[src/supervisor_pkg.sv]
package supervisor_pkg;
   // crystal timebase
   localparam int unsigned xtal_hz = 32768;
   localparam int unsigned clk_hz = 100_000_000;
   // period select codes
   localparam logic [1:0] sel_long = 2'h0;
   localparam logic [1:0] sel_mid = 2'h1;
   localparam logic [1:0] sel_short = 2'h2;
   localparam logic [1:0] sel_off = 2'h3;
   // nominal times in milliseconds
   localparam int unsigned wdog_long_ms = 1750;
   localparam int unsigned wdog_mid_ms = 750;
   localparam int unsigned wdog_short_ms = 250;
   localparam int unsigned wdog_reset_ms = 250;
   localparam int unsigned powerup_ms = 250;
   // crystal ticks for each time
   localparam int unsigned wdog_long_ticks = wdog_long_ms * xtal_hz / 1000;
   localparam int unsigned wdog_mid_ticks = wdog_mid_ms * xtal_hz / 1000;
   localparam int unsigned wdog_short_ticks = wdog_short_ms * xtal_hz / 1000;
   localparam int unsigned wdog_reset_ticks = wdog_reset_ms * xtal_hz / 1000;
   localparam int unsigned powerup_ticks = powerup_ms * xtal_hz / 1000;
   // supply drop latency in ns, longest time rounds down
   localparam int unsigned drop_latency_ns = 500;
   localparam int unsigned drop_latency_cyc = drop_latency_ns / (1_000_000_000 / clk_hz);
   // divider from system clock to crystal tick
   localparam int unsigned tick_div_cyc = clk_hz / xtal_hz;
   localparam int unsigned tick_cnt_w = 16;
endpackage

[src/supervisor_watchdog_reset.sv]
// How it works
// [RL1] watchdog period from crystal, three selectable lengths
// [RL2] watchdog expiry holds reset low 250 ms
// [RL3] power-up holds reset low 250 ms
// [RL4] low supply pulls reset within 500 ns
// [RL5] code 11 disables the watchdog entirely
// [RL6] reset output active low, open drain
// [RL7] host access restarts watchdog count at zero
`timescale 1ns/1ps
`default_nettype none
module supervisor_watchdog_reset #(
   parameter int unsigned tick_div = supervisor_pkg::tick_div_cyc,
   parameter int unsigned wdog_long = supervisor_pkg::wdog_long_ticks,
   parameter int unsigned wdog_mid = supervisor_pkg::wdog_mid_ticks,
   parameter int unsigned wdog_short = supervisor_pkg::wdog_short_ticks,
   parameter int unsigned wdog_hold = supervisor_pkg::wdog_reset_ticks,
   parameter int unsigned powerup_hold = supervisor_pkg::powerup_ticks
) (
   // clock and reset
   input wire logic i_clk,
   input wire logic i_rst,
   // watchdog control
   input wire logic i_wdog_period_sel_hi,
   input wire logic i_wdog_period_sel_lo,
   input wire logic i_wdog_kick,
   // supply monitor, high while supply under supply_trip_threshold
   input wire logic i_supply_low,
   // open-drain reset pin
   input wire logic i_reset_pin,
   output logic o_reset_n,
   output logic o_reset_oe,
   // status
   output logic o_wdog_expired
);
   import supervisor_pkg::*;

   localparam int unsigned cw = tick_cnt_w;

   // elaboration checks; every count shares one counter width
   initial begin
      if (wdog_long >= 65536 || wdog_hold >= 65536 || powerup_hold >= 65536) begin
         $error("counts exceed counter width");
      end
      if (wdog_mid >= 65536 || wdog_short >= 65536) begin
         $error("periods exceed counter width");
      end
      if (wdog_short == 0 || wdog_hold == 0 || powerup_hold == 0) begin
         $error("counts must be nonzero");
      end
      // a zero mid or long period would wrap the compare and fire only when the count reaches all ones
      if (wdog_mid == 0 || wdog_long == 0) begin
         $error("periods must be nonzero");
      end
      // codes run long, mid, short; swapped lengths point to a wiring slip
      if (wdog_short > wdog_mid || wdog_mid > wdog_long) begin
         $error("period lengths out of order");
      end
      // the divider needs two cycles at least to make a one-cycle pulse
      if (tick_div < 2) begin
         $error("tick_div too small");
      end
      // the hold compare subtracts one, so the counter needs two bits at least
      if (cw < 2) begin
         $error("counter width too small");
      end
   end

   // one-hot sequencer states
   typedef enum logic [2:0] {
      st_powerup = 3'h1,
      st_run = 3'h2,
      st_hold = 3'h4
   } state_type;

   // sequencer and timebase
   state_type state_q;
   logic tick;

   // counters, both in crystal ticks
   logic [cw-1:0] wdog_cnt_q;
   logic [cw-1:0] hold_cnt_q;

   // period decode
   logic [1:0] sel;
   logic [cw-1:0] limit;
   logic wdog_off;

   // reset request and its registered level
   logic wdog_fire;
   logic reset_want;
   logic reset_q;

   // selected period in ticks; sel_off gives no limit
   function automatic logic [cw-1:0] period_ticks(input logic [1:0] s);
      unique case (s)
         sel_long: period_ticks = cw'(wdog_long);
         sel_mid: period_ticks = cw'(wdog_mid);
         sel_short: period_ticks = cw'(wdog_short);
         default: period_ticks = '0;
      endcase
   endfunction

   // true for the code that switches the watchdog off
   function automatic logic period_off(input logic [1:0] s);
      period_off = (s == sel_off);
   endfunction

   // one shared tick paces every timeout, so all of them drift together
   // with the crystal rate and never against each other

   xtal_tick_div #(
      .div_cyc(tick_div)
   ) u_div (
      .i_clk(i_clk),
      .i_rst(i_rst),
      .o_tick(tick)
   );

   assign sel = {i_wdog_period_sel_hi, i_wdog_period_sel_lo};
   assign limit = period_ticks(sel);
   assign wdog_off = period_off(sel);
   // [RL1] select period limit
   // [RL5] disabled code never fires
   // the compare uses >= so a period shortened under a running count fires on the next tick
   assign wdog_fire = (state_q == st_run) && !wdog_off && tick &&
                      (wdog_cnt_q >= limit - cw'(1));

   // watchdog count; a kick wins over ticking
   // the count sits at zero outside run, so leaving a hold starts a full period
   always_ff @(posedge i_clk or posedge i_rst) begin
      if (i_rst) begin
         wdog_cnt_q <= '0;
      // [RL7] kick clears count
      end else if (i_wdog_kick || state_q != st_run || wdog_off) begin
         wdog_cnt_q <= '0;
      end else if (tick) begin
         wdog_cnt_q <= wdog_cnt_q + cw'(1);
      end
   end

   // reset sequencing; a supply drop restarts the power-up hold
   always_ff @(posedge i_clk or posedge i_rst) begin
      if (i_rst) begin
         state_q <= st_powerup;
         hold_cnt_q <= '0;
      end else if (i_supply_low) begin
         state_q <= st_powerup;
         hold_cnt_q <= '0;
      end else begin
         unique case (state_q)
            // [RL3] power-up hold
            st_powerup: begin
               if (tick) begin
                  if (hold_cnt_q >= cw'(powerup_hold - 1)) begin
                     state_q <= st_run;
                     hold_cnt_q <= '0;
                  end else begin
                     hold_cnt_q <= hold_cnt_q + cw'(1);
                  end
               end
            end
            // wait here; kicks only touch the watchdog count and the expiry flag
            st_run: begin
               if (wdog_fire) begin
                  state_q <= st_hold;
                  hold_cnt_q <= '0;
               end
            end
            // [RL2] watchdog reset hold
            st_hold: begin
               if (tick) begin
                  if (hold_cnt_q >= cw'(wdog_hold - 1)) begin
                     state_q <= st_run;
                     hold_cnt_q <= '0;
                  end else begin
                     hold_cnt_q <= hold_cnt_q + cw'(1);
                  end
               end
            end
            // an illegal code falls back to the power-up hold
            default: begin
               state_q <= st_powerup;
               hold_cnt_q <= '0;
            end
         endcase
      end
   end

   // reset request; the supply term bypasses the sequencer so it never waits
   // for the state machine to leave run
   assign reset_want = i_supply_low || wdog_fire || (state_q != st_run);

   // registered reset level; one cycle after supply drop, well under the latency
   always_ff @(posedge i_clk or posedge i_rst) begin
      if (i_rst) begin
         reset_q <= 1'b1;
      // [RL4] fast supply reset
      end else begin
         reset_q <= reset_want;
      end
   end

   // sticky expiry flag, cleared by a kick; expiry wins over the kick
   always_ff @(posedge i_clk or posedge i_rst) begin
      if (i_rst) begin
         o_wdog_expired <= 1'b0;
      end else if (wdog_fire) begin
         o_wdog_expired <= 1'b1;
      end else if (i_wdog_kick) begin
         o_wdog_expired <= 1'b0;
      end
   end

   // [RL6] open-drain active low pin
   // data stays low and only the enable moves, so the pin is never driven high
   assign o_reset_n = 1'b0;
   assign o_reset_oe = reset_q;
endmodule
`default_nettype wire

[src/xtal_tick_div.sv]
`timescale 1ns/1ps
`default_nettype none
// one-cycle enable at the crystal rate, so all timeouts count crystal ticks
module xtal_tick_div #(
   parameter int unsigned div_cyc = 3051
) (
   // clock and reset
   input wire logic i_clk,
   input wire logic i_rst,
   // tick enable
   output logic o_tick
);
   initial begin
      if (div_cyc < 2 || div_cyc > 65535) begin
         $error("div_cyc out of range");
      end
   end
   logic [15:0] cnt_q;
   // free-running divider
   always_ff @(posedge i_clk or posedge i_rst) begin
      if (i_rst) begin
         cnt_q <= 16'h0;
         o_tick <= 1'b0;
      end else if (cnt_q == 16'(div_cyc - 1)) begin
         cnt_q <= 16'h0;
         o_tick <= 1'b1;
      end else begin
         cnt_q <= cnt_q + 16'h1;
         o_tick <= 1'b0;
      end
   end
endmodule
`default_nettype wire
[config.mk]
export PLATFORM = sky130hd
export DESIGN_NAME = supervisor_watchdog_reset
export DESIGN_NICKNAME = d
export VERILOG_FILES = /design/src/supervisor_pkg.sv /design/src/supervisor_watchdog_reset.sv /design/src/xtal_tick_div.sv
export SDC_FILE = /design/constraint.sdc
export NUM_CORES = 1
export LEC_CHECK = 0
export BUFFER_PORTS_ARGS = -buffer_cell sky130_fd_sc_hd__buf_4
export CAP_MARGIN = 5
export CORE_AREA = 2 2 93 72
export CTS_CLUSTER_DIAMETER = 150
export DETAILED_ROUTE_END_ITERATION = 10
export DIE_AREA = 0 0 95 74
export PLACE_DENSITY = 0.68
export SLEW_MARGIN = 20
export SYNTH_ARGS = -nofsm -noshare
export SYNTH_HDL_FRONTEND = slang
export SYNTH_HIERARCHICAL = 1
export SYNTH_SLANG_ARGS = --single-unit
[constraint.sdc]
create_clock -name i_clk -period 2.8 [get_ports i_clk]
set_input_delay 0.28 -clock i_clk [delete_from_list [all_inputs] [get_ports i_clk]]
set_output_delay 0.28 -clock i_clk [all_outputs]
set_load 0.02 [all_outputs]
Yosys cells after proc, flatten, opt, wreduce, memory -nomap -nowiden. Index checks and enable logic that the tools add are counted.

Add/sub/neg operators: 4. Multiply operators: 0. Div/mod/pow operators: 0. $lt $le $gt $ge: 2. Equal/unequal tests: 11. Shifts and indexed selects: 0. Multiplexer cells: 17. Bitwise logic cells: 0. Reduce and logical (&&, ||, !) cells: 14.

Operator list (count): 16-bit 2-to-1 mux (7); 16-bit by 1-bit adder with 16-bit output, second input constant (3); 16-bit one-hot mux with 3 select lines (1); 16-bit one-hot mux with 2 select lines (1); 16-bit by 12-bit equality test with 1-bit output, second input constant (1); 16-bit by 13-bit >= comparator with 1-bit output, second input constant (1); 16-bit >= comparator (1); 16-bit by 1-bit subtractor with 16-bit output, second input constant (1); 3-bit 2-to-1 mux (4); 3-bit by 1-bit inequality test with 1-bit output, second input constant (2); 3-bit one-hot mux with 2 select lines (1); 2-bit equality test, second input constant (2); 1-bit logical OR (4); 2-bit nonzero test (2); 3-bit by 1-bit equality test with 1-bit output, second input constant (1); 3-bit by 2-bit equality test with 1-bit output, second input constant (1); 3-bit equality test, second input constant (1); 1-bit logical AND (3); 1-bit 2-to-1 mux (3); 3-bit by 2-bit inequality test with 1-bit output, second input constant (1); 3-bit inequality test, second input constant (1); 3-bit AND reduction (1); 2-bit by 1-bit equality test with 1-bit output, second input constant (1); 2-bit logical NOT (1); other kinds (3) (3).

Flip-flop bits (word level): 54. Bits in latches: 0. Bits in writable memories: 0. ROM bits: 0. Bits of input ports: 7. Output and inout bits: 3. Word-level logic and storage cells: 55. Memories: 0.

Logic depth before layout (Yosys ltp).
Depth in word-level cells: 8. Gate-level depth with buffers: 10. Depth with buffers taken out: 9.

Modules after synthesis. Netlist, hierarchy kept.

By module, submodules not included: supervisor_watchdog_reset (times used 1, cells each 217, area each 2095.8 um^2, sequential area each 928.4 um^2); xtal_tick_div (times used 1, cells each 76, area each 818.3 um^2, sequential area each 425.4 um^2).

Worst setup path after synthesis. No wires, ideal clock.

Path type: input port to flip-flop. Start point: in i_wdog_period_sel_lo. End point: reg state_q[2]. Setup time: 128 ps. Arrival time: 2038 ps. Required time: 2672 ps. Slack: 635 ps. Stages on the path: 9. Buffers on the path: 0. Cell sequence: inv_1 > ha_1 > inv_1 > ha_1 > nand4_1 > nor4_2 > nor4_4 > nor3_2 > mux2_1.

Word-level cells in the longest chain between the ends: 7. Elaborated cells between the ends (all ways): 13. Classes of those cells: add/sub: 1; order compare: 1; eq/ne: 4; mux: 1; reduce/logical: 6.

RTL lines: start, declared (RTL line supervisor_watchdog_reset.sv:24) `input wire logic i_wdog_period_sel_lo,`; 2-bit equality test, or another cell as far along (RTL line supervisor_watchdog_reset.sv:95) `unique case (s)`; 16-bit one-hot mux with 3 select lines or 1-bit logical NOT (tied branches) (RTL line supervisor_watchdog_reset.sv:95, supervisor_watchdog_reset.sv:125); 16-bit by 1-bit subtractor with 16-bit output or 1-bit logical AND (tied branches) (RTL line supervisor_watchdog_reset.sv:126, supervisor_watchdog_reset.sv:125); 16-bit >= comparator or 1-bit logical AND (tied branches) (RTL line supervisor_watchdog_reset.sv:126, supervisor_watchdog_reset.sv:125); 1-bit logical AND (*) (RTL line supervisor_watchdog_reset.sv:125) `assign wdog_fire = (state_q == st_run) && !wdog_off && tick &&`; 3-bit inequality test (no source line) (*); 3-bit AND reduction (no source line) (*); end signal, assigned (RTL line supervisor_watchdog_reset.sv:144) `state_q <= st_powerup;`; end signal, assigned (RTL line supervisor_watchdog_reset.sv:147) `state_q <= st_powerup;`; end signal, assigned (RTL line supervisor_watchdog_reset.sv:155) `state_q <= st_run;`; end, declared (RTL line supervisor_watchdog_reset.sv:76) `state_type state_q;`.

Every way passes the cells marked *; elsewhere a longest branch is shown, timed or not. A chain may end at the register's enable or synchronous reset.

Worst setup path after layout.
Start point: reg state_q[0]. End point: reg hold_cnt_q[10].

Word-level cells in the longest chain between the ends: 6. Elaborated cells between the ends (all ways): 12. Classes of those cells: eq/ne: 5; mux: 2; reduce/logical: 5.

RTL lines: 3-bit by 2-bit equality test with 1-bit output (RTL line supervisor_watchdog_reset.sv:125, supervisor_watchdog_reset.sv:150); 1-bit logical AND (3 in series) (RTL line supervisor_watchdog_reset.sv:125); 3-bit inequality test (no source line); 2-bit AND reduction (no source line); end signal, assigned (RTL line supervisor_watchdog_reset.sv:158) `hold_cnt_q <= hold_cnt_q + cw'(1);`; end signal, assigned (RTL line supervisor_watchdog_reset.sv:176) `hold_cnt_q <= hold_cnt_q + cw'(1);`; end, declared (RTL line supervisor_watchdog_reset.sv:81) `logic [cw-1:0] hold_cnt_q;`.

Parallel ways exist; a longest one is shown, timed or not.

==> summary.txt <==
Synthesis
  – Unique masters post-synth: 52
  – Most numerous cell in the Yosys netlist: dfrtp_1
  – Mean post-synth cell area: 9.95 µm²
  – Commonest cells in the netlist: dfrtp_1 (52), nor2_1 (33), nand2_1 (20), nand3_1 (19), xor2_1 (17)
  – Yosys top cell by area: dfrtp_1
  – Register area share after synthesis: 46.5%
  – Synth async-reset ratio: 100%
  – Cell area after synthesis: 2910 µm²
  – Yosys warning total: 6
  – Area contributors post-synth: dfrtp_1 (45%), xor2_1 (5.1%), nor2_1 (4.3%)
  – Synth Register Bits: 54
  – Post-synth EDFFs: 0
  – Synthesized instance count: 293
  – Top FF cell, synth: dfrtp_1
  – Syn nets: 309
  – Top cell type's share of synthesized area: 44.7%

Clock tree
  – Root Buffer: clkbuf_8
  – H-tree levels: 2
  – Sink Count: 54
  – Cts repair resizes: 0
  – Clock latency on the worst-skew pair: 0.30 ns
  – CTS tree: yes
  – Clk slew on worst S/H paths: 0.10 ns
  – Hold Buf Count CTS: 0
  – Clock Tree Buf Depth: 2
  – Post-CTS Repair Setup Buffers: 0
  – CTS buffer count: 5

Route
  – Drt pass-1 iters: 4
  – DR vias: 2187
  – Routed Antenna Nets: 0
  – Vias per inst: 5.68
  – Drt initial violations: 137
  – Per-cell routed wire length: 14.6 µm
  – DRC: 0
  – Drt total wl: 5610 µm

Timing
  – Setup_tns: 0 ns
  – Fin crit share: 86.0%
  – F_max: 415 MHz
  – Max_slew headroom: 55.5%
  – Minimum clock period: 2.41 ns
  – Max-slew violations: 0
  – Unrepaired setup endpoints after global routing: no
  – Hold Vio Cnt, Final: 0
  – Final setup vio count: 0
  – Clock Skew: 0.0137 ns
  – Slew @ Worst Pin: 0.667 ns
  – WHS: 0.0771 ns

Placement
  – Hpwl dp: 4010 µm
  – I/O Buffers: 7
  – Routability Congestion: 0.838

Global route
  – Initial antenna violation count: 0
  – Total GRT Usage: 17.4%
  – Pin count of the biggest net entering global routing: 38
  – Global-route wire length before repair: 9690 µm
  – Vias in the first global route: 2006
  – Grt total ovfl: 0

Critical path
  – Reg2reg setup slack: 0.39 ns
  – Critical path's top delay family: simple AND/OR/NAND/NOR gates
  – Worst-case reg-to-reg path depth: 5
  – Critical path class: reg -> reg
  – Crit-path slowest cell: dfstp_2
  – Critical path depth: 5
  – Crit path max fanout: 9
  – Worst Setup Start Kind: flop
  – Worst R2R Start: state_q[0]
  – Crit path launch: state_q[0]
  – R2R Path End: hold_cnt_q[10]
  – Crit path DAT: 2.60 ns
  – Required time of the critical path: 2.99 ns
  – Max incr delay on CP: 0.59 ns
  – Crit-path cells: nor2b_1 > o211ai_1 > nor2_2 > nand3_1 > o31ai_1
  – Critical Path Sink Type: flop
  – WP buf/inv: 0

Floorplanning
  – Core area: 6160 µm²
  – Die Wd: 95 µm
  – Die Height: 74 µm
  – # IOs: 10
  – Core Rows: 25
  – Die area: 7030 µm²
  – Initial Util: 47.3%

Power
  – PnR Total Power: 0.00182 W
  – Static Leakage: 1.32 nW
  – P per Cell Area: 579 nW/µm²
  – Maximum vdd drop: 0.000321 V

Cells and area
  – Layout area overhead: 8.12%
  – Antenna diodes: 0
  – Share of post-route cells with drive strength above 1: 11.8%
  – Area of the multi-input gates: 1460 µm²
  – FF+latch area: 1350 µm²
  – Layout Nets: 319
  – Core Util, Final: 51.1%
  – Fill cells: 546

Job
  – Max-Cap Viols: 0

Min path
  – Hold Crit Class: in -> async

Outcome
  – Status: finished, final reports clean
==> cells by family (layout without fill, tap and decap cells) <==
family / after synthesis / after routing / synth area share (%)
fa+ha+maj: 9 / 9 / 3.86
other cells: 1 / 1 / 0.129
simple gates: 132 / 132 / 25.3
flops: 54 / 54 / 46.5
compound gates: 53 / 53 / 12.7
buf+inv: 18 / 29 / 3.39
mux: 3 / 3 / 1.25
xor+xnor: 23 / 23 / 6.91
==> metrics by stage <==
stage,worst slack (ns),instances,cell area [µm²]
after floorplan,0.635,293,2910
after global placement,0.368,377,3040
after detailed placement,0.341,377,3040
after CTS,0.443,385,3150
after global routing,0.227,385,3150
final,0.391,385,3150
==> where the power goes <==
| part | switching (W) | internal [W] | leakage, nW | total (W) |
|---|---|---|---|---|
| logic | 0.000280 | 0.000167 | 0.542 | 0.000448 |
| clock network | 0.000253 | 0.000267 | 0.0514 | 0.000520 |
| registers | 0.0000385 | 0.000818 | 0.731 | 0.000856 |
==> cells in the final DEF (no fill, tap or decap), drive strengths merged, types with 3 or more instances in the layout <==
cell type | synthesis | final
a21oi | 10 | 10
inv | 9 | 9
xor2 | 17 | 17
nor2b | 3 | 3
nand3 | 19 | 19
dfrtp | 52 | 52
nor4 | 10 | 10
buf | 6 | 12
xnor2 | 6 | 6
nor2 | 35 | 35
a2bb2oi | 3 | 3
o31ai | 10 | 10
or4 | 3 | 3
a22o | 5 | 5
nor3 | 11 | 11
nand2 | 20 | 20
o21ai | 12 | 12
ha | 9 | 9
a211o | 4 | 4
or3 | 6 | 6
nand4 | 14 | 14
clkbuf | 3 | 6
==> worst max path at each step <==
stage	slack (ns)	endpoint
after floorplan	0.63	state_q[2]
after global placement	0.37	hold_cnt_q[8]
after detailed placement	0.34	hold_cnt_q[5]
after CTS	0.44	hold_cnt_q[10]
after global routing	0.23	hold_cnt_q[8]
final	0.39	hold_cnt_q[10]
==> per-layer routing <==
layer  vias up  part of all wire [%]  global-route usage [%]  wire length (µm)
met5         -                     0                       0                 0
met4         0                  0.32                    3.38                18
met3         2                   4.4                    3.65               249
met2        47                    42                    24.7              2380
met1      1046                    53                    27.5              2960
li1       1092                     -                       -                 -
==> flip-flops by register name, indices dropped and copies added (netlist names) <==
name,flops
u_div/cnt_q,16
u_div/o_tick,1
hold_cnt_q,16
state_q,3
wdog_cnt_q,16
o_reset_oe,1
o_wdog_expired,1
==> area by class of cell <==
type	count	area share [%]
repair buffers	12	2.86
inverters	9	1.07
clock buffers	6	2.30
well taps	81	3.22
flip-flops and latches	54	43.0
clock inverters	2	1.19
multi-input cells	221	46.4
No activity file was read; power rests on OpenSTA's default activity.
